===== src/ufr_params.svh =====
`ifndef UFR_PARAMS_SVH
`define UFR_PARAMS_SVH
`define UFR_ADDR_W         16
`define UFR_OFS_DMA_REQ    16'h409c
`define UFR_OFS_DMA_END    16'h40a0
`define UFR_OFS_FIC0       16'h40c0
`define UFR_OFS_FIC1       16'h40c4
`define UFR_OFS_DEND       16'h40d4
`define UFR_OFS_SRST       16'h40dc
`define UFR_OFS_MODC       16'h40e8
`define UFR_RST_BYTE       8'h00
`define UFR_BIT_EP2_RD     3
`define UFR_BIT_EP1_WR     2
`define UFR_BIT_DEDE2      4
`define UFR_BIT_DSPE2      3
`define UFR_BIT_DEDE1      2
`define UFR_BIT_BI_BOTH    5
`define UFR_BIT_BI_CPU     4
`define UFR_BIT_INT_CLR    2
`define UFR_BIT_CW_CLR     1
`define UFR_BIT_CR_CLR     0
`define UFR_BIT_BO_BOTH    1
`define UFR_BIT_BO_CPU     0
`define UFR_BIT_TOGGLE     6
`define UFR_BIT_INT_END    3
`define UFR_BIT_BI_END     1
`define UFR_BIT_CTL_END    0
`define UFR_BIT_SRST       0
`define UFR_BIT_FCD        6
`define UFR_FIFO_W         8
`define UFR_FIFO_D         8
`endif


===== src/ufr_pkg.sv =====
package ufr_pkg;
	typedef logic [7:0] ufr_byte_t;
	typedef logic [15:0] ufr_addr_t;
endpackage


===== src/ufr_fifo.sv =====
`timescale 1ns/1ns
module ufr_fifo #(
	parameter int W = 8,
	parameter int D = 8
) (
	input  wire logic         clock,
	input  wire logic         rst_n,
	input  wire logic         flush,
	input  wire logic         in_valid,
	output logic              in_ready,
	input  wire logic [W-1:0] in_data,
	output logic              out_valid,
	input  wire logic         out_ready,
	output logic [W-1:0]      out_data,
	output logic [$clog2(D):0] count
);
	localparam int AW = $clog2(D);
	logic [W-1:0]  mem_q [D];
	logic [AW-1:0] wp_q;
	logic [AW-1:0] rp_q;
	logic [AW:0]   cnt_q;
	wire push = in_valid & in_ready;
	wire pop  = out_valid & out_ready;
	assign in_ready  = (cnt_q != (AW+1)'(D)) & ~flush;
	assign out_valid = (cnt_q != '0) & ~flush;
	assign out_data  = mem_q[rp_q];
	assign count     = cnt_q;
	function automatic logic [AW-1:0] inc(input logic [AW-1:0] p);
		inc = (p == AW'(D - 1)) ? '0 : p + 1'b1;
	endfunction
	always_ff @(posedge clock or negedge rst_n) begin
		if (!rst_n) begin
			wp_q  <= '0;
			rp_q  <= '0;
			cnt_q <= '0;
		end else if (flush) begin
			wp_q  <= '0;
			rp_q  <= '0;
			cnt_q <= '0;
		end else begin
			if (push) wp_q <= inc(wp_q);
			if (pop) rp_q <= inc(rp_q);
			cnt_q <= cnt_q + (AW+1)'(push) - (AW+1)'(pop);
		end
	end
	always_ff @(posedge clock) begin
		if (push) mem_q[wp_q] <= in_data;
	end
endmodule


===== src/ufr_regs.sv =====
`timescale 1ns/1ns
`include "ufr_params.svh"
// Notes on behaviour
// - Bit 3 mirrors endpoint 2 DMA read request
// - Reading end status clears it, not interrupts
// - Unsupported endpoint clears end status
// - Clear registers read 00h, self-clear pulses
// - Bulk-in both clear also drops NAK flag
// - Bit 4 empties CPU-side bulk-in FIFO
// - Interrupt clear ignored during NAK IN
// - Bulk-out bit 1 empties both FIFOs
// - Bulk-out CPU clear resets hardware NAK
// - Data-end reads only bit 6
// - Data-end bits pulse transmission, self-clear
// - Auto toggle when DMA fills CPU FIFO
// - Interrupt data-end sets NAK, transmits
// - Zero count sends null packet, else short
// - Control data-end sets write NAK, transmits
// - Empty sends null; data, not full short
// - Soft reset bit pulses, reads 00h
// - Mode bit cleared by resets or a firmware write of 0
// - Firmware write overrides hardware set
module ufr_regs
	import ufr_pkg::*;
(
	input  wire logic               clock,
	input  wire logic               resetn,
	input  wire ufr_pkg::ufr_addr_t addr,
	input  wire logic               wr_en,
	input  wire logic               rd_en,
	input  wire ufr_pkg::ufr_byte_t wdata,
	output ufr_pkg::ufr_byte_t      rdata,
	input  wire logic               ep2_dma_read_req,
	input  wire logic               ep1_dma_write_req,
	input  wire logic               dma_end_ep1,
	input  wire logic               dma_end_ep2,
	input  wire logic               short_pkt_ep2,
	input  wire logic               ep_unsupported,
	input  wire logic               intin_token_active,
	input  wire logic               hw_set_bulkin_nak,
	input  wire logic               hw_set_intin_nak,
	input  wire logic               hw_set_bulkout_nak,
	input  wire logic               hw_set_ctrl_nak,
	input  wire logic               hw_set_force_cfg,
	input  wire logic               dma_in_valid,
	input  wire ufr_pkg::ufr_byte_t dma_in_data,
	output logic                    dma_in_ready,
	input  wire logic               sie_out_ready,
	output logic                    sie_out_valid,
	output ufr_pkg::ufr_byte_t      sie_out_data,
	output logic                    bulkin_nak_flag,
	output logic                    intin_nak_flag,
	output logic                    bulkout_nak_flag,
	output logic                    ctrl_write_nak_flag,
	output logic                    bulkin_cpu_fifo_clear,
	output logic                    bulkin_both_fifo_clear,
	output logic                    intin_fifo_clear,
	output logic                    ctrl_write_fifo_clear,
	output logic                    ctrl_read_fifo_clear,
	output logic                    bulkout_both_fifo_clear,
	output logic                    bulkout_cpu_fifo_clear,
	output logic                    bulkin_toggle,
	output logic                    intin_send,
	output logic                    bulkin_send,
	output logic                    ctrl_send,
	input  wire logic [6:0]         intin_count,
	input  wire logic [6:0]         ctrl_count,
	input  wire logic               ctrl_fifo_full,
	output logic                    intin_zero_len,
	output logic                    ctrl_zero_len,
	output logic                    usb_function_reset,
	output logic                    force_config_desc_to_cpu
);
	// ----------------------------------------
	// Reset synchroniser
	// ----------------------------------------
	logic rs1_q;
	logic rs2_q;
	always_ff @(posedge clock or negedge resetn) begin
		if (!resetn) begin
			rs1_q <= 1'b0;
			rs2_q <= 1'b0;
		end else begin
			rs1_q <= 1'b1;
			rs2_q <= rs1_q;
		end
	end
	wire rst_n = rs2_q;

	// ----------------------------------------
	// Decode
	// ----------------------------------------
	function automatic logic hit(input ufr_addr_t a, input ufr_addr_t ofs);
		hit = (a == ofs);
	endfunction
	wire wr_fic0 = wr_en & hit(addr, `UFR_OFS_FIC0);
	wire wr_fic1 = wr_en & hit(addr, `UFR_OFS_FIC1);
	wire wr_dend = wr_en & hit(addr, `UFR_OFS_DEND);
	wire wr_srst = wr_en & hit(addr, `UFR_OFS_SRST);
	wire wr_modc = wr_en & hit(addr, `UFR_OFS_MODC);
	wire rd_dms1 = rd_en & hit(addr, `UFR_OFS_DMA_END);
	// Writing 0 does nothing: only set bits act
	wire bi_both = wr_fic0 & wdata[`UFR_BIT_BI_BOTH];
	wire bi_cpu  = wr_fic0 & wdata[`UFR_BIT_BI_CPU];
	// Guard keeps a pending IN token consistent
	wire int_clr = wr_fic0 & wdata[`UFR_BIT_INT_CLR]
		& ~(intin_token_active & intin_nak_flag);
	wire cw_clr  = wr_fic0 & wdata[`UFR_BIT_CW_CLR];
	wire cr_clr  = wr_fic0 & wdata[`UFR_BIT_CR_CLR];
	wire bo_both = wr_fic1 & wdata[`UFR_BIT_BO_BOTH];
	wire bo_cpu  = wr_fic1 & wdata[`UFR_BIT_BO_CPU];
	wire int_end = wr_dend & wdata[`UFR_BIT_INT_END];
	wire bi_end  = wr_dend & wdata[`UFR_BIT_BI_END];
	wire ctl_end = wr_dend & wdata[`UFR_BIT_CTL_END];
	wire srst    = wr_srst & wdata[`UFR_BIT_SRST];

	// ----------------------------------------
	// State
	// ----------------------------------------
	logic       toggle_en_q;
	logic       fcd_q;
	logic       fw_fcd_q;
	logic [2:0] dms1_q;
	logic       bi_nak_q, it_nak_q, bo_nak_q, bo_nak_hw_q, cw_nak_q;
	logic       req2_q, req1_q;
	logic [2:0] dms1_d;
	assign dms1_d = {dma_end_ep2, short_pkt_ep2, dma_end_ep1};
	always_ff @(posedge clock or negedge rst_n) begin
		if (!rst_n) begin
			req2_q <= 1'b0;
			req1_q <= 1'b0;
		end else begin
			req2_q <= ep2_dma_read_req;
			req1_q <= ep1_dma_write_req;
		end
	end
	always_ff @(posedge clock or negedge rst_n) begin
		if (!rst_n) begin
			dms1_q <= 3'h0;
		end else if (ep_unsupported | srst) begin
			dms1_q <= 3'h0;
		end else if (rd_dms1) begin
			dms1_q <= dms1_d;
		end else begin
			dms1_q <= dms1_q | dms1_d;
		end
	end
	always_ff @(posedge clock or negedge rst_n) begin
		if (!rst_n) begin
			toggle_en_q <= 1'b0;
		end else if (srst) begin
			toggle_en_q <= 1'b0;
		end else if (wr_dend) begin
			toggle_en_q <= wdata[`UFR_BIT_TOGGLE];
		end
	end
	always_ff @(posedge clock or negedge rst_n) begin
		if (!rst_n) begin
			fcd_q    <= 1'b0;
			fw_fcd_q <= 1'b0;
		end else if (srst) begin
			fcd_q    <= 1'b0;
			fw_fcd_q <= 1'b0;
		end else if (wr_modc) begin
			fcd_q    <= wdata[`UFR_BIT_FCD];
			fw_fcd_q <= 1'b1;
		end else if (hw_set_force_cfg & ~fw_fcd_q) begin
			fcd_q <= 1'b1;
		end
	end
	// NAK flags: a hardware set wins over a firmware FIFO clear in the same cycle, but soft reset wins over it
	always_ff @(posedge clock or negedge rst_n) begin
		if (!rst_n) begin
			bi_nak_q    <= 1'b0;
			it_nak_q    <= 1'b0;
			bo_nak_q    <= 1'b0;
			bo_nak_hw_q <= 1'b0;
			cw_nak_q    <= 1'b0;
		end else if (srst) begin
			bi_nak_q    <= 1'b0;
			it_nak_q    <= 1'b0;
			bo_nak_q    <= 1'b0;
			bo_nak_hw_q <= 1'b0;
			cw_nak_q    <= 1'b0;
		end else begin
			bi_nak_q <= hw_set_bulkin_nak | bi_end | (bi_nak_q & ~bi_both);
			it_nak_q <= hw_set_intin_nak | int_end | (it_nak_q & ~int_clr);
			if (hw_set_bulkout_nak) begin
				bo_nak_q    <= 1'b1;
				bo_nak_hw_q <= 1'b1;
			end else if (bo_cpu & bo_nak_hw_q) begin
				bo_nak_q    <= 1'b0;
				bo_nak_hw_q <= 1'b0;
			end
			cw_nak_q <= hw_set_ctrl_nak | ctl_end | cw_nak_q;
		end
	end

	// ----------------------------------------
	// Bulk-in data buffer
	// ----------------------------------------
	logic [$clog2(`UFR_FIFO_D):0] bi_cnt;
	wire                          fifo_flush = bi_both | bi_cpu | srst;
	ufr_fifo #(
		.W(`UFR_FIFO_W),
		.D(`UFR_FIFO_D)
	) u_fifo (
		.clock     (clock),
		.rst_n     (rst_n),
		.flush     (fifo_flush),
		.in_valid  (dma_in_valid),
		.in_ready  (dma_in_ready),
		.in_data   (dma_in_data),
		.out_valid (sie_out_valid),
		.out_ready (sie_out_ready),
		.out_data  (sie_out_data),
		.count     (bi_cnt)
	);
	// Toggle once on the push that fills the buffer
	wire fill_now = dma_in_valid & dma_in_ready
		& (bi_cnt == ($clog2(`UFR_FIFO_D)+1)'(`UFR_FIFO_D - 1));

	// ----------------------------------------
	// Pulses and read mux
	// ----------------------------------------
	logic [7:0] rd_d;
	assign rd_d =
		hit(addr, `UFR_OFS_DMA_REQ) ? {4'h0, req2_q, req1_q, 2'h0} :
		hit(addr, `UFR_OFS_DMA_END) ? {3'h0, dms1_q, 2'h0} :
		hit(addr, `UFR_OFS_DEND)    ? {1'b0, toggle_en_q, 6'h00} :
		hit(addr, `UFR_OFS_MODC)    ? {1'b0, fcd_q, 6'h00} :
		`UFR_RST_BYTE;
	always_ff @(posedge clock or negedge rst_n) begin
		if (!rst_n) begin
			rdata <= `UFR_RST_BYTE;
		end else begin
			rdata <= rd_en ? rd_d : `UFR_RST_BYTE;
		end
	end
	always_ff @(posedge clock or negedge rst_n) begin
		if (!rst_n) begin
			bulkin_both_fifo_clear <= 1'b0;
			bulkin_cpu_fifo_clear  <= 1'b0;
			intin_fifo_clear       <= 1'b0;
			ctrl_write_fifo_clear  <= 1'b0;
			ctrl_read_fifo_clear   <= 1'b0;
		end else begin
			bulkin_both_fifo_clear <= bi_both;
			bulkin_cpu_fifo_clear  <= bi_cpu;
			intin_fifo_clear       <= int_clr;
			ctrl_write_fifo_clear  <= cw_clr;
			ctrl_read_fifo_clear   <= cr_clr;
		end
	end
	always_ff @(posedge clock or negedge rst_n) begin
		if (!rst_n) begin
			bulkout_both_fifo_clear <= 1'b0;
			bulkout_cpu_fifo_clear  <= 1'b0;
		end else begin
			bulkout_both_fifo_clear <= bo_both;
			bulkout_cpu_fifo_clear  <= bo_cpu;
		end
	end
	always_ff @(posedge clock or negedge rst_n) begin
		if (!rst_n) begin
			bulkin_toggle <= 1'b0;
			intin_send    <= 1'b0;
			bulkin_send   <= 1'b0;
			ctrl_send     <= 1'b0;
		end else begin
			bulkin_toggle <= (toggle_en_q & fill_now) | bi_end;
			intin_send    <= int_end;
			bulkin_send   <= bi_end;
			ctrl_send     <= ctl_end & ((ctrl_count == 7'h00) | ~ctrl_fifo_full);
		end
	end
	always_ff @(posedge clock or negedge rst_n) begin
		if (!rst_n) begin
			intin_zero_len     <= 1'b0;
			ctrl_zero_len      <= 1'b0;
			usb_function_reset <= 1'b0;
		end else begin
			intin_zero_len     <= int_end & (intin_count == 7'h00);
			ctrl_zero_len      <= ctl_end & (ctrl_count == 7'h00);
			usb_function_reset <= srst;
		end
	end
	assign bulkin_nak_flag          = bi_nak_q;
	assign intin_nak_flag           = it_nak_q;
	assign bulkout_nak_flag         = bo_nak_q;
	assign ctrl_write_nak_flag      = cw_nak_q;
	assign force_config_desc_to_cpu = fcd_q;

	// ----------------------------------------
	// Checks
	// ----------------------------------------
	chk_req_tracks: assert property (@(posedge clock) disable iff (!rst_n)
		req2_q == $past(ep2_dma_read_req)) else $error("req bit lag");
	chk_end_rdclr: assert property (@(posedge clock) disable iff (!rst_n)
		rd_dms1 && !ep_unsupported && !srst |=> dms1_q == $past(dms1_d))
		else $error("end status not cleared by read");
	chk_unsup_clear: assert property (@(posedge clock) disable iff (!rst_n)
		ep_unsupported |=> dms1_q == 3'h0) else $error("unsupported not cleared");
	chk_wo_read: assert property (@(posedge clock) disable iff (!rst_n)
		rd_en && hit(addr, `UFR_OFS_FIC0) |=> rdata == 8'h00) else $error("fic0 reads nonzero");
	chk_bi_nak_clr: assert property (@(posedge clock) disable iff (!rst_n)
		bi_both && !hw_set_bulkin_nak && !bi_end |=> !bulkin_nak_flag)
		else $error("bulk-in nak kept");
	chk_int_guard: assert property (@(posedge clock) disable iff (!rst_n)
		wr_fic0 && intin_token_active && intin_nak_flag |=> !intin_fifo_clear)
		else $error("int clear not ignored");
	chk_end_pulse: assert property (@(posedge clock) disable iff (!rst_n)
		int_end |=> intin_send ##1 !intin_send || $past(int_end))
		else $error("send not pulsed");
	chk_zero_len: assert property (@(posedge clock) disable iff (!rst_n)
		int_end && intin_count == 7'h00 |=> intin_zero_len && intin_nak_flag)
		else $error("zero length missed");
	chk_mode_rst: assert property (@(posedge clock) disable iff (!rst_n)
		srst |=> !force_config_desc_to_cpu) else $error("mode bit not cleared");
	chk_req1_tracks: assert property (@(posedge clock) disable iff (!rst_n)
		req1_q == $past(ep1_dma_write_req))
		else $error("ep1 req bit lag");
	chk_rd_idle: assert property (@(posedge clock) disable iff (!rst_n)
		!rd_en |=> rdata == `UFR_RST_BYTE)
		else $error("read data not idle");
	chk_bi_cpu_flush: assert property (@(posedge clock) disable iff (!rst_n)
		bi_cpu |=> bulkin_cpu_fifo_clear && bi_cnt == '0)
		else $error("cpu fifo not emptied");
	chk_int_clr_ok: assert property (@(posedge clock) disable iff (!rst_n)
		int_clr && !hw_set_intin_nak |=> intin_fifo_clear && !intin_nak_flag)
		else $error("int clear not taken");
	chk_bo_both: assert property (@(posedge clock) disable iff (!rst_n)
		bo_both |=> bulkout_both_fifo_clear)
		else $error("bulk-out clear missed");
	chk_bo_nak_clr: assert property (@(posedge clock) disable iff (!rst_n)
		bo_cpu && bo_nak_hw_q && !hw_set_bulkout_nak |=> !bulkout_nak_flag)
		else $error("bulk-out nak kept");
	chk_dend_read: assert property (@(posedge clock) disable iff (!rst_n)
		rd_en && hit(addr, `UFR_OFS_DEND) |=> rdata[7] == 1'b0 && rdata[5:0] == 6'h00)
		else $error("data end reads stray bits");
	chk_auto_toggle: assert property (@(posedge clock) disable iff (!rst_n)
		toggle_en_q && fill_now |=> bulkin_toggle)
		else $error("auto toggle missed");
	chk_no_toggle: assert property (@(posedge clock) disable iff (!rst_n)
		!toggle_en_q && !bi_end |=> !bulkin_toggle)
		else $error("toggle without cause");
	chk_int_nak_set: assert property (@(posedge clock) disable iff (!rst_n)
		int_end |=> intin_nak_flag && intin_send)
		else $error("int data end not acted on");
	chk_int_short: assert property (@(posedge clock) disable iff (!rst_n)
		int_end && intin_count != 7'h00 |=> intin_send && !intin_zero_len)
		else $error("int short packet missed");
	chk_ctl_nak: assert property (@(posedge clock) disable iff (!rst_n)
		ctl_end |=> ctrl_write_nak_flag)
		else $error("ctrl write nak not set");
	chk_ctl_null: assert property (@(posedge clock) disable iff (!rst_n)
		ctl_end && ctrl_count == 7'h00 |=> ctrl_send && ctrl_zero_len)
		else $error("ctrl null packet missed");
	chk_ctl_full: assert property (@(posedge clock) disable iff (!rst_n)
		ctl_end && ctrl_count != 7'h00 && ctrl_fifo_full |=> !ctrl_send)
		else $error("short packet on full fifo");
	chk_srst_self: assert property (@(posedge clock) disable iff (!rst_n)
		!srst |=> !usb_function_reset)
		else $error("soft reset not self cleared");
	chk_fw_wins: assert property (@(posedge clock) disable iff (!rst_n)
		wr_modc |=> force_config_desc_to_cpu == $past(wdata[`UFR_BIT_FCD]))
		else $error("firmware mode write lost");
	chk_mode_hold: assert property (@(posedge clock) disable iff (!rst_n)
		!wr_modc && !srst && !hw_set_force_cfg |=> $stable(force_config_desc_to_cpu))
		else $error("mode bit changed unprompted");
endmodule


===== config.mk =====
export PLATFORM = sky130hd
export DESIGN_NAME = ufr_regs
export DESIGN_NICKNAME = d
export VERILOG_FILES = /design/src/ufr_pkg.sv /design/src/ufr_fifo.sv /design/src/ufr_regs.sv
export VERILOG_INCLUDE_DIRS = /design/src
export SDC_FILE = /design/constraint.sdc
export NUM_CORES = 1
export LEC_CHECK = 0
export ABC_AREA = 1
export BUFFER_PORTS_ARGS = -buffer_cell sky130_fd_sc_hd__buf_2
export CORE_MARGIN = 2
export CORE_UTILIZATION = 53
export CTS_BUF_LIST = sky130_fd_sc_hd__clkbuf_4 sky130_fd_sc_hd__clkbuf_8
export CTS_CLUSTER_SIZE = 12
export DETAILED_ROUTE_END_ITERATION = 8
export PLACE_DENSITY_LB_ADDON = 0.15
export RECOVER_POWER = 25
export SLEW_MARGIN = 5
export SYNTH_ARGS = -nofsm -noshare
export SYNTH_HDL_FRONTEND = slang
export SYNTH_SLANG_ARGS = --single-unit

===== constraint.sdc =====
create_clock -name clock -period 2.05 [get_ports clock]
set_input_delay 0.3075 -clock clock [delete_from_list [all_inputs] [get_ports clock]]
set_output_delay 0.3075 -clock clock [all_outputs]
set_load 0.02 [all_outputs]

==> impl_metrics.tcl, run 1 <==
set metrics [dict create \
    grt_first_pass_wirelength_um 16600 \
    finalHoldViolCount 0 \
    drive_above_1_share_pct 31.35 \
    synth.top_cells.by_area "edfxtp_1 41%, dfrtp_1 22%, nor2_1 7.0%" \
    vias 3683 \
    diodes 0 \
    drv_slew 0 \
    grt-ovfl-total 0 \
    dieArea_mm2 0.009695 \
    wl_um 10360 \
    yosysSeqAreaShare_pct 62.86 \
    clk_latency_ns 0.37 \
    yosys-top-cells-count "88 x nor2_1, 64 x edfxtp_1, 43 x inv_1" \
    path_common_cell "nor2_1" \
    synth-main-ff-cell "edfxtp_1" \
    cts_tree "yes" \
    yosysTopAreaCell "edfxtp_1" \
    cp_max_fo 8 \
    rsz0062_at_grt "yes" \
    violations "setup timing" \
    grtUsageTotal_pct 21.80 \
    wire_per_inst_um 14.90 \
    power.leakage_nw 2.646 \
    vdd_drop_max_mv 0.6714 \
    critPathKind "reg2out" \
    clockRootBuffer "clkbuf_8" \
    max_stage_delay_ns 0.46 \
    syn_inst 442 \
    worst_pin_slew_ns 0.8443 \
    synth_edf_count 64 \
    cts.sinks 106 \
    grt_max_degree 41 \
    cp-start-kind "register" \
    hold_class "in2reg" \
    area_delta_synth_final_pct 25.79 \
    utilization_pct 68.56 \
    setup_viol 1 \
    syn_area_mm2 0.004730 \
    period_share_pct 101.2 \
    finalNetCount 659 \
    yosysTopAreaCellShare_pct 40.63 \
    yosysWarnings 0 \
    antenna_found_initial 0 \
    via_per_inst 5.299 \
    cp.required_ns 1.74 \
    power_density_mw_per_mm2 1123 \
    ios 102 \
    hpwlAfterDp_um 7404 \
    ys_ff_latch 106 \
    maxCapViolCount 0 \
    avgSynthCellArea_um2 10.70 \
    cp.arrival_ns 1.77 \
    synth_most_common_cell "nor2_1" \
    status "complete, but fails checks" \
    die_h_um 98.47 \
    io_buffers 96 \
    endpoint_kind "output port" \
    async_flop_share_pct 39.62 \
    first_iter_violations 148 \
    clock_skew_ns 0.01253 \
    ant_nets 0 \
    htreeDepth 3 \
    fin_ws_ns -0.02406 \
    path_clk_slew_ns 0.10 \
    rows 34 \
    drc 0 \
    min_period_ns 2.074 \
    n_fill_cell 651 \
    slew_headroom_pct 43.71 \
    clockBufferDepth 2 \
    cts_made_buffers 9 \
    numPlacedInstances 672 \
    grt_pass1_vias 3633 \
    layout.cells.non_filler 695 \
    crit_chain "inv_4 -> buf_6 -> nor2_1 -> o22ai_1 -> nor2_1 -> a31oi_1 -> buf_4" \
    die_w_um 98.47 \
    start_util_pct 54.50 \
    synth_cell_type_count 37 \
    gp_congestion 0.8623 \
    first_pass_iters 4 \
    core_region_area_mm2 0.008678 \
    fmax_ghz 0.4821 \
    slowest_stage "dfrtp_2" \
]
## per-layer routing
layer / global-route usage [%] / vias to the layer above / wire (µm) / share of wire [%]
met2: 36.37 / 100 / 5134 / 50
met5: 0 / - / 0 / 0
met1: 28.09 / 1759 / 4447 / 43
li1: - / 1801 / - / -
met4: 10.01 / 0 / 304 / 2.9
met3: 3.830 / 23 / 471 / 4.5
## layout make-up
cell class                      instances  area (µm²)  share of cell area (%)
Clock buffer                            9       123.9                   2.082
Clock inverter                          7       60.06                   1.009
Inverter                               47       182.7                   3.070
Multi-Input combinational cell        275        1533                   25.76
Sequential cell                       106        2977                   50.03
Tap cell                              108       135.1                   2.271
Timing Repair Buffer                  143       938.4                   15.77
## critical path: cells and delay by family (launching register included)
kind / cells / cell delay, ns
flops: 1 / 0.46
simple gates: 2 / 0.11
compound gates: 2 / 0.38
buf+inv: 3 / 0.43
## stage by stage
step	TNS [ns]	worst slack [ns]	power, mW	instance area [µm²]	hold slack, ns
floorplan	-0.3685	-0.2136	4.295	4758	0.01191
global placement	-0.3953	-0.2030	5.047	5600	0.09138
detailed placement	-0.6793	-0.2738	5.121	5600	0.09378
CTS	0	0.0001105	6.377	5829	0.02672
global route	-0.4685	-0.08558	7.105	5949	0.01985
finish	-0.02406	-0.02406	6.681	5949	0.03881
## what timing repair did
item	in CTS	in global routing
hold buffers	1	0
gates cloned	0	1
endpoints found under the setup margin	8	11
hold endpoints to repair	2	0
pin swaps	1	11
resized for setup	6	32
setup buffers	2	3
## final timing paths
kind,startpoint,endpoint,slack [ns],cells after the start
max,u_fifo.rp_q[0],sie_out_data[7],-0.02,7
max in group asynchronous,rs2_q,u_fifo.rp_q[0],1.08,0
max reg2reg,u_fifo.count[2],u_fifo.count[1],0.06,11
min in group asynchronous,resetn,rs1_q,0.24,2
min reg2reg,rs1_q,rs2_q,0.37,0
min,ep2_dma_read_req,req2_q,0.04,1
## power breakdown
part | total (mW) | switching, mW | internal [mW]
clock | 1.20 | 0.734 | 0.463
sequential | 2.74 | 0.163 | 2.57
combinational | 2.75 | 1.54 | 1.21
## cell families after synthesis
group,after synthesis,synth area share (%)
adders and majority gates,12,3.333
xor gates and xnor gates,2,0.3704
AOI/OAI and AO/OA,79,10.00
DFF,106,62.86
other,2,0.1588
and+or+nand+nor,177,17.43
buffers and inverters,64,5.846
## cells in the final DEF, fill, tap and decap left out, drive strengths merged
master       Yosys  layout
conb             2       5
clkbuf           6      19
nor3            18      18
o21ai           42      42
edfxtp          64      64
clkinv           0       3
a31oi           11      11
fa               1       1
nor4             2       2
inv             47      49
o22ai            8       8
o2111ai          8       8
nand3b           1       1
dlygate4sd3      0       1
nand2           36      36
xor2             1       1
clkinvlp         0       2
or2              2       2
ha              11      11
a21oi            9       9
xnor2            1       1
o211ai           1       1
dfrtp           42      42
buf             11     132
nor2            93      93
nand3           16      16
nand4            9       9
## flip-flops by register name, summed over array words and instances, names as in the netlist, 3 cells and up
name          flops
u_fifo.count      4
u_fifo.rp_q       3
rdata             4
dms1_q            3
u_fifo.mem_q     64
u_fifo.wp_q       3
Note: power is estimated with default switching activity, not from simulation.
==> run 2, diff against run 1 <==
--- a/config.mk
+++ b/config.mk
@@ -14,7 +14,7 @@
 export CTS_CLUSTER_SIZE = 12
 export DETAILED_ROUTE_END_ITERATION = 8
 export PLACE_DENSITY_LB_ADDON = 0.15
-export RECOVER_POWER = 25
+export RECOVER_POWER = 100
 export SLEW_MARGIN = 5
 export SYNTH_ARGS = -nofsm -noshare
 export SYNTH_HDL_FRONTEND = slang
==> impl_metrics.tcl, run 2 (synthesized netlist as in run 1, its figures left out) <==
set metrics [dict create \
    status "complete, but fails checks" \
    violations "capacitance limit, slew limit" \
    ant_nets 0 \
    cp.arrival_ns 1.73 \
    pre_cts_ws_ns -0.2738 \
    reg2reg_depth 11 \
    grt_first_pass_wirelength_um 16600 \
    rows 34 \
    worstSetupStartpoint "u_fifo.rp_q[0]" \
    worst_hold_slack_ns 0.04242 \
    finalNetCount 659 \
    grt-ovfl-total 0 \
    ios 102 \
    antenna_found_initial 0 \
    swShare_pct 36.47 \
    io_buffers 96 \
    final_common_cell "nor2_1" \
    reg2reg_slack_ns 0.02 \
    clockRootBuffer "clkbuf_8" \
    fin_ws_ns 0.008172 \
    hpwlAfterDp_um 7404 \
    rsz0062_at_grt "yes" \
    cts_made_buffers 9 \
    layout.cells.non_filler 695 \
    internal_power_mw 4.212 \
    endpoint_kind "output port" \
    numPlacedInstances 672 \
    path_clk_slew_ns 0.10 \
    worstSetupEndpoint "sie_out_data[7]" \
    most-common-layout-cells "87 x nor2_1, 64 x edfxtp_1, 57 x buf_2" \
    seq_area_mm2 0.002975 \
    multiInputGateArea_mm2 0.001505 \
    worst_pin_slew_ns 1.558 \
    largest_reg_flops 64 \
    grtUsageTotal_pct 21.80 \
    power_frac_comb_pct 40.7 \
    critPathKind "reg2out" \
    core_region_area_mm2 0.008678 \
    die_w_um 98.47 \
    clk_latency_ns 0.36 \
    dieArea_mm2 0.009695 \
    hp-start "ep2_dma_read_req" \
    pwr-share-clk_pct 18.0 \
    n_fill_cell 672 \
    pwr-share-seq_pct 41.2 \
    power.leakage_nw 2.538 \
    cp-start-kind "register" \
    maxCapViolCount 1 \
    drc 0 \
    via_per_inst 5.258 \
    vdd_drop_max_mv 0.6785 \
    clockBufferDepth 2 \
    period_share_pct 99.60 \
    finalHoldViolCount 0 \
    grt_max_degree 41 \
    drive_above_1_share_pct 26.24 \
    first_iter_violations 156 \
    die_h_um 98.47 \
    diodes 0 \
    hold_class "in2reg" \
    cts.sinks 106 \
    largest_register "u_fifo.mem_q" \
    min_period_ns 2.042 \
    first_pass_iters 5 \
    gp_congestion 0.8623 \
    area_delta_synth_final_pct 24.10 \
    cp.required_ns 1.74 \
    power_density_mw_per_mm2 1130 \
    clock_skew_ns 0.008297 \
    timing.rr.end "u_fifo.count[1]" \
    grt_pass1_vias 3633 \
    drv_slew 41 \
    rr_startpoint "u_fifo.count[2]" \
    slew_headroom_pct -3.894 \
    setup_viol 0 \
    cp_max_fo 8 \
    wl_um 10360 \
    wire_per_inst_um 14.91 \
    fmax_ghz 0.4898 \
    cts_tree "yes" \
    vias 3654 \
    p_sw_mw 2.418 \
    htreeDepth 3 \
    start_util_pct 54.50 \
]
run 2: changes by cell type in the layout (fill, tap and decap cells not counted), moves of 2 or more:
| cell | before | now |
|---|---|---|
| buf_2 | 79 | 57 |
| buf_4 | 43 | 33 |
| clkbuf_1 | 9 | 34 |
| clkbuf_2 | 0 | 5 |
| clkbuf_4 | 0 | 2 |
run 2: cell type report:
type                            instances  area share, %
Clock buffer                            9          2.110
Sequential cell                       106          50.69
Multi-Input combinational cell        275          25.64
Timing Repair Buffer                  143          15.11
Clock inverter                          7          1.023
Tap cell                              108          2.302
Inverter                               47          3.112
run 2: worst min-delay path by stage:
stage / end / slack (ns) / depth (start not counted)
after CTS: req2_q / 0.03 / 1
after floorplan: rs1_q / 0.01 / 0
after detailed placement: rs1_q / 0.09 / 1
after global routing: req2_q / 0.02 / 1
after global placement: rs1_q / 0.09 / 1
final: req2_q / 0.04 / 1
run 2: power groups by stage:
stage / registers (mW) / clock network [mW] / logic [mW]
floorplan: 2.72 / 0 / 1.57
global placement: 2.75 / 0 / 2.30
detailed placement: 2.75 / 0 / 2.37
CTS: 2.71 / 1.22 / 2.45
global route: 2.77 / 1.31 / 2.98
finish: 2.73 / 1.20 / 2.70
run 2: per-layer routing:
metal  wire length, µm  GRT usage (%)  share of wire (%)
met1              4465          28.09                 43
met3               439          3.830                4.2
met2              5292          36.37                 51
met5                 0              0                  0
met4               163          10.01                1.6
run 2: per-stage QoR:
| step | power, mW | setup TNS [ns] | cell area (µm²) | util [%] |
|---|---|---|---|---|
| final | 6.630 | 0 | 5869 | 67.63 |
| after global routing | 7.051 | -1.773 | 5869 | 67.63 |
| after CTS | 6.377 | 0 | 5829 | 67.17 |
| after detailed placement | 5.121 | -0.6793 | 5600 | 64.53 |
| after global placement | 5.047 | -0.3953 | 5600 | 64.53 |
| after floorplan | 4.295 | -0.3685 | 4758 | - |
run 2: critical path, cell delays in order (launching register included):
cell and delay (ns):
dfrtp_2 0.46, inv_4 0.11, buf_6 0.14, nor2_1 0.04, o22ai_1 0.17, nor2_1 0.07, a31oi_1 0.19, buf_4 0.18
run 2: what timing repair did:
item                       in CTS  in global routing
hold buffers                    1                  0
setup buffers                   2                  3
setup endpoints to repair       8                 11
pin swaps                       1                 11
hold endpoints to repair        2                  0
resized for setup               6                 32
gates cloned                    0                  1
==> run 3, diff against run 2 <==
--- a/config.mk
+++ b/config.mk
@@ -9,12 +9,13 @@
 export ABC_AREA = 1
 export BUFFER_PORTS_ARGS = -buffer_cell sky130_fd_sc_hd__buf_2
 export CORE_MARGIN = 2
-export CORE_UTILIZATION = 53
+export CORE_UTILIZATION = 51
 export CTS_BUF_LIST = sky130_fd_sc_hd__clkbuf_4 sky130_fd_sc_hd__clkbuf_8
 export CTS_CLUSTER_SIZE = 12
 export DETAILED_ROUTE_END_ITERATION = 8
 export PLACE_DENSITY_LB_ADDON = 0.15
 export RECOVER_POWER = 100
+export SKIP_CTS_REPAIR_TIMING = 1
 export SLEW_MARGIN = 5
 export SYNTH_ARGS = -nofsm -noshare
 export SYNTH_HDL_FRONTEND = slang
==> constraint.sdc (replaced) <==
create_clock -name clock -period 1.8 [get_ports clock]
set_input_delay 0.27 -clock clock [delete_from_list [all_inputs] [get_ports clock]]
set_output_delay 0.27 -clock clock [all_outputs]
set_load 0.02 [all_outputs]
==> impl_metrics.tcl, run 3 (synthesized netlist as in run 1, its figures left out) <==
set metrics [dict create \
    most-common-layout-cells "84 x nor2_1, 64 x edfxtp_1, 55 x buf_2" \
    gp_congestion 0.8788 \
    fin_ws_ns -0.2241 \
    final_cell_area_mm2 0.006335 \
    placedInstanceArea_mm2 0.005652 \
    htreeDepth 3 \
    hold_class "in2reg" \
    violations "setup timing" \
    multiInputGateArea_mm2 0.001654 \
    cp-start-kind "register" \
    largest_register "u_fifo.mem_q" \
    crit_chain "inv_4 -> clkbuf_16 -> o21ai_1 -> o22ai_1 -> nor2_1 -> a31oi_1 -> buf_4" \
    cts_tree "yes" \
    clockRootBuffer "clkbuf_8" \
    endpoint_kind "output port" \
    layout.cells.non_filler 723 \
    cts_made_buffers 9 \
    first_pass_iters 5 \
    drv_slew 0 \
    grt-ovfl-total 0 \
    rsz0062_at_grt "yes" \
    die_h_um 100.3 \
    seq_area_mm2 0.002975 \
    grt_first_pass_wirelength_um 17620 \
    n_fill_cell 715 \
    utilization_pct 69.55 \
    ios 102 \
    antenna_found_initial 1 \
    final_common_cell "nor2_1" \
    vdd_drop_max_mv 0.9621 \
    cp_max_fo 8 \
    crit_family "flip-flops" \
    grt_pass1_vias 3728 \
    critPathKind "reg2out" \
    status "complete, but fails checks" \
    hpwlAfterDp_um 7871 \
    cp.arrival_ns 1.75 \
    power_density_mw_per_mm2 1328 \
    area_delta_synth_final_pct 33.94 \
    finalNetCount 683 \
    finalHoldViolCount 0 \
    numPlacedInstances 676 \
    clockBufferDepth 2 \
    cts.sinks 106 \
    vias 3806 \
    worst_pin_slew_ns 0.9895 \
    fmax_ghz 0.4940 \
    grt_max_degree 41 \
    drive_above_1_share_pct 32.41 \
    slew_headroom_pct 34.03 \
    wl_um 11710 \
    core_region_area_mm2 0.009109 \
    largest_reg_flops 64 \
    slowest_stage "dfrtp_2" \
    power.leakage_nw 2.751 \
    rows 35 \
    maxCapViolCount 0 \
    grtUsageTotal_pct 22.69 \
    cp.required_ns 1.53 \
    first_iter_violations 215 \
    dieArea_mm2 0.01006 \
    setup_viol 75 \
    clock_skew_ns 0.01519 \
    total_power_mw 8.412 \
    ant_nets 0 \
    wire_per_inst_um 16.19 \
    drc 0 \
    io_buffers 96 \
    max_stage_delay_ns 0.49 \
    worst_hold_slack_ns 0.01000 \
    min_period_ns 2.024 \
    clk_latency_ns 0.37 \
    path_clk_slew_ns 0.09 \
    path_buf_inv 3 \
    die_w_um 100.3 \
    start_util_pct 51.92 \
    via_per_inst 5.264 \
    period_share_pct 112.5 \
]
==> run 3: worst reg2reg max path, delay by kind of cell, from the launching register on <==
family	cells	cell delay, ns
flip-flops	1	0.41
buffers and inverters	4	0.31
AND/OR/NAND/NOR	3	0.34
adder cells (fa/ha/maj)	3	0.87
==> run 3: cell type report <==
type | instances | area share, %
Sequential cell | 106 | 46.97
Multi-Input combinational cell | 275 | 26.11
Timing Repair Buffer | 167 | 18.45
Inverter | 47 | 2.864
Tap cell | 111 | 2.192
Clock buffer | 10 | 2.074
Clock inverter | 6 | 1.304
Antenna cell | 1 | 0.03950
==> run 3: worst paths after layout <==
kind | end | start | slack (ns) | cells after the start
worst max register to register | u_fifo.count[1] | u_fifo.count[2] | -0.20 | 10
worst min register to register | rs2_q | rs1_q | 0.37 | 0
worst min-delay path | req1_q | ep1_dma_write_req | 0.01 | 1
worst max-delay path | sie_out_data[0] | u_fifo.rp_q[0] | -0.22 | 7
max in group asynchronous | u_fifo.rp_q[0] | rs2_q | 0.60 | 1
min in group asynchronous | rs2_q | resetn | 0.19 | 2
==> run 3: power by group <==
group          total (mW)  internal (mW)  leakage, nW  switching, mW
sequential           3.09           2.93         1.10          0.163
clock                1.54          0.691        0.106          0.853
combinational        3.78           1.71         1.55           2.07
==> run 3: per-stage QoR <==
stage          setup TNS, ns  worst slack (ns)
2_1_floorplan        -0.9565           -0.4244
3_3_place_gp          -24.40           -0.4343
3_5_place_dp          -28.23           -0.5082
4_1_cts               -18.23           -0.3316
5_1_grt               -17.84           -0.3008
6_report              -11.51           -0.2241
==> run 3: routing by layer <==
metal / routed length (µm) / vias up / GRT usage (%)
li1: - / 1855 / -
met1: 4962 / 1814 / 30.79
met2: 5838 / 117 / 36.76
met3: 658 / 20 / 3.830
met4: 246 / 0 / 8.851
met5: 0 / - / 0
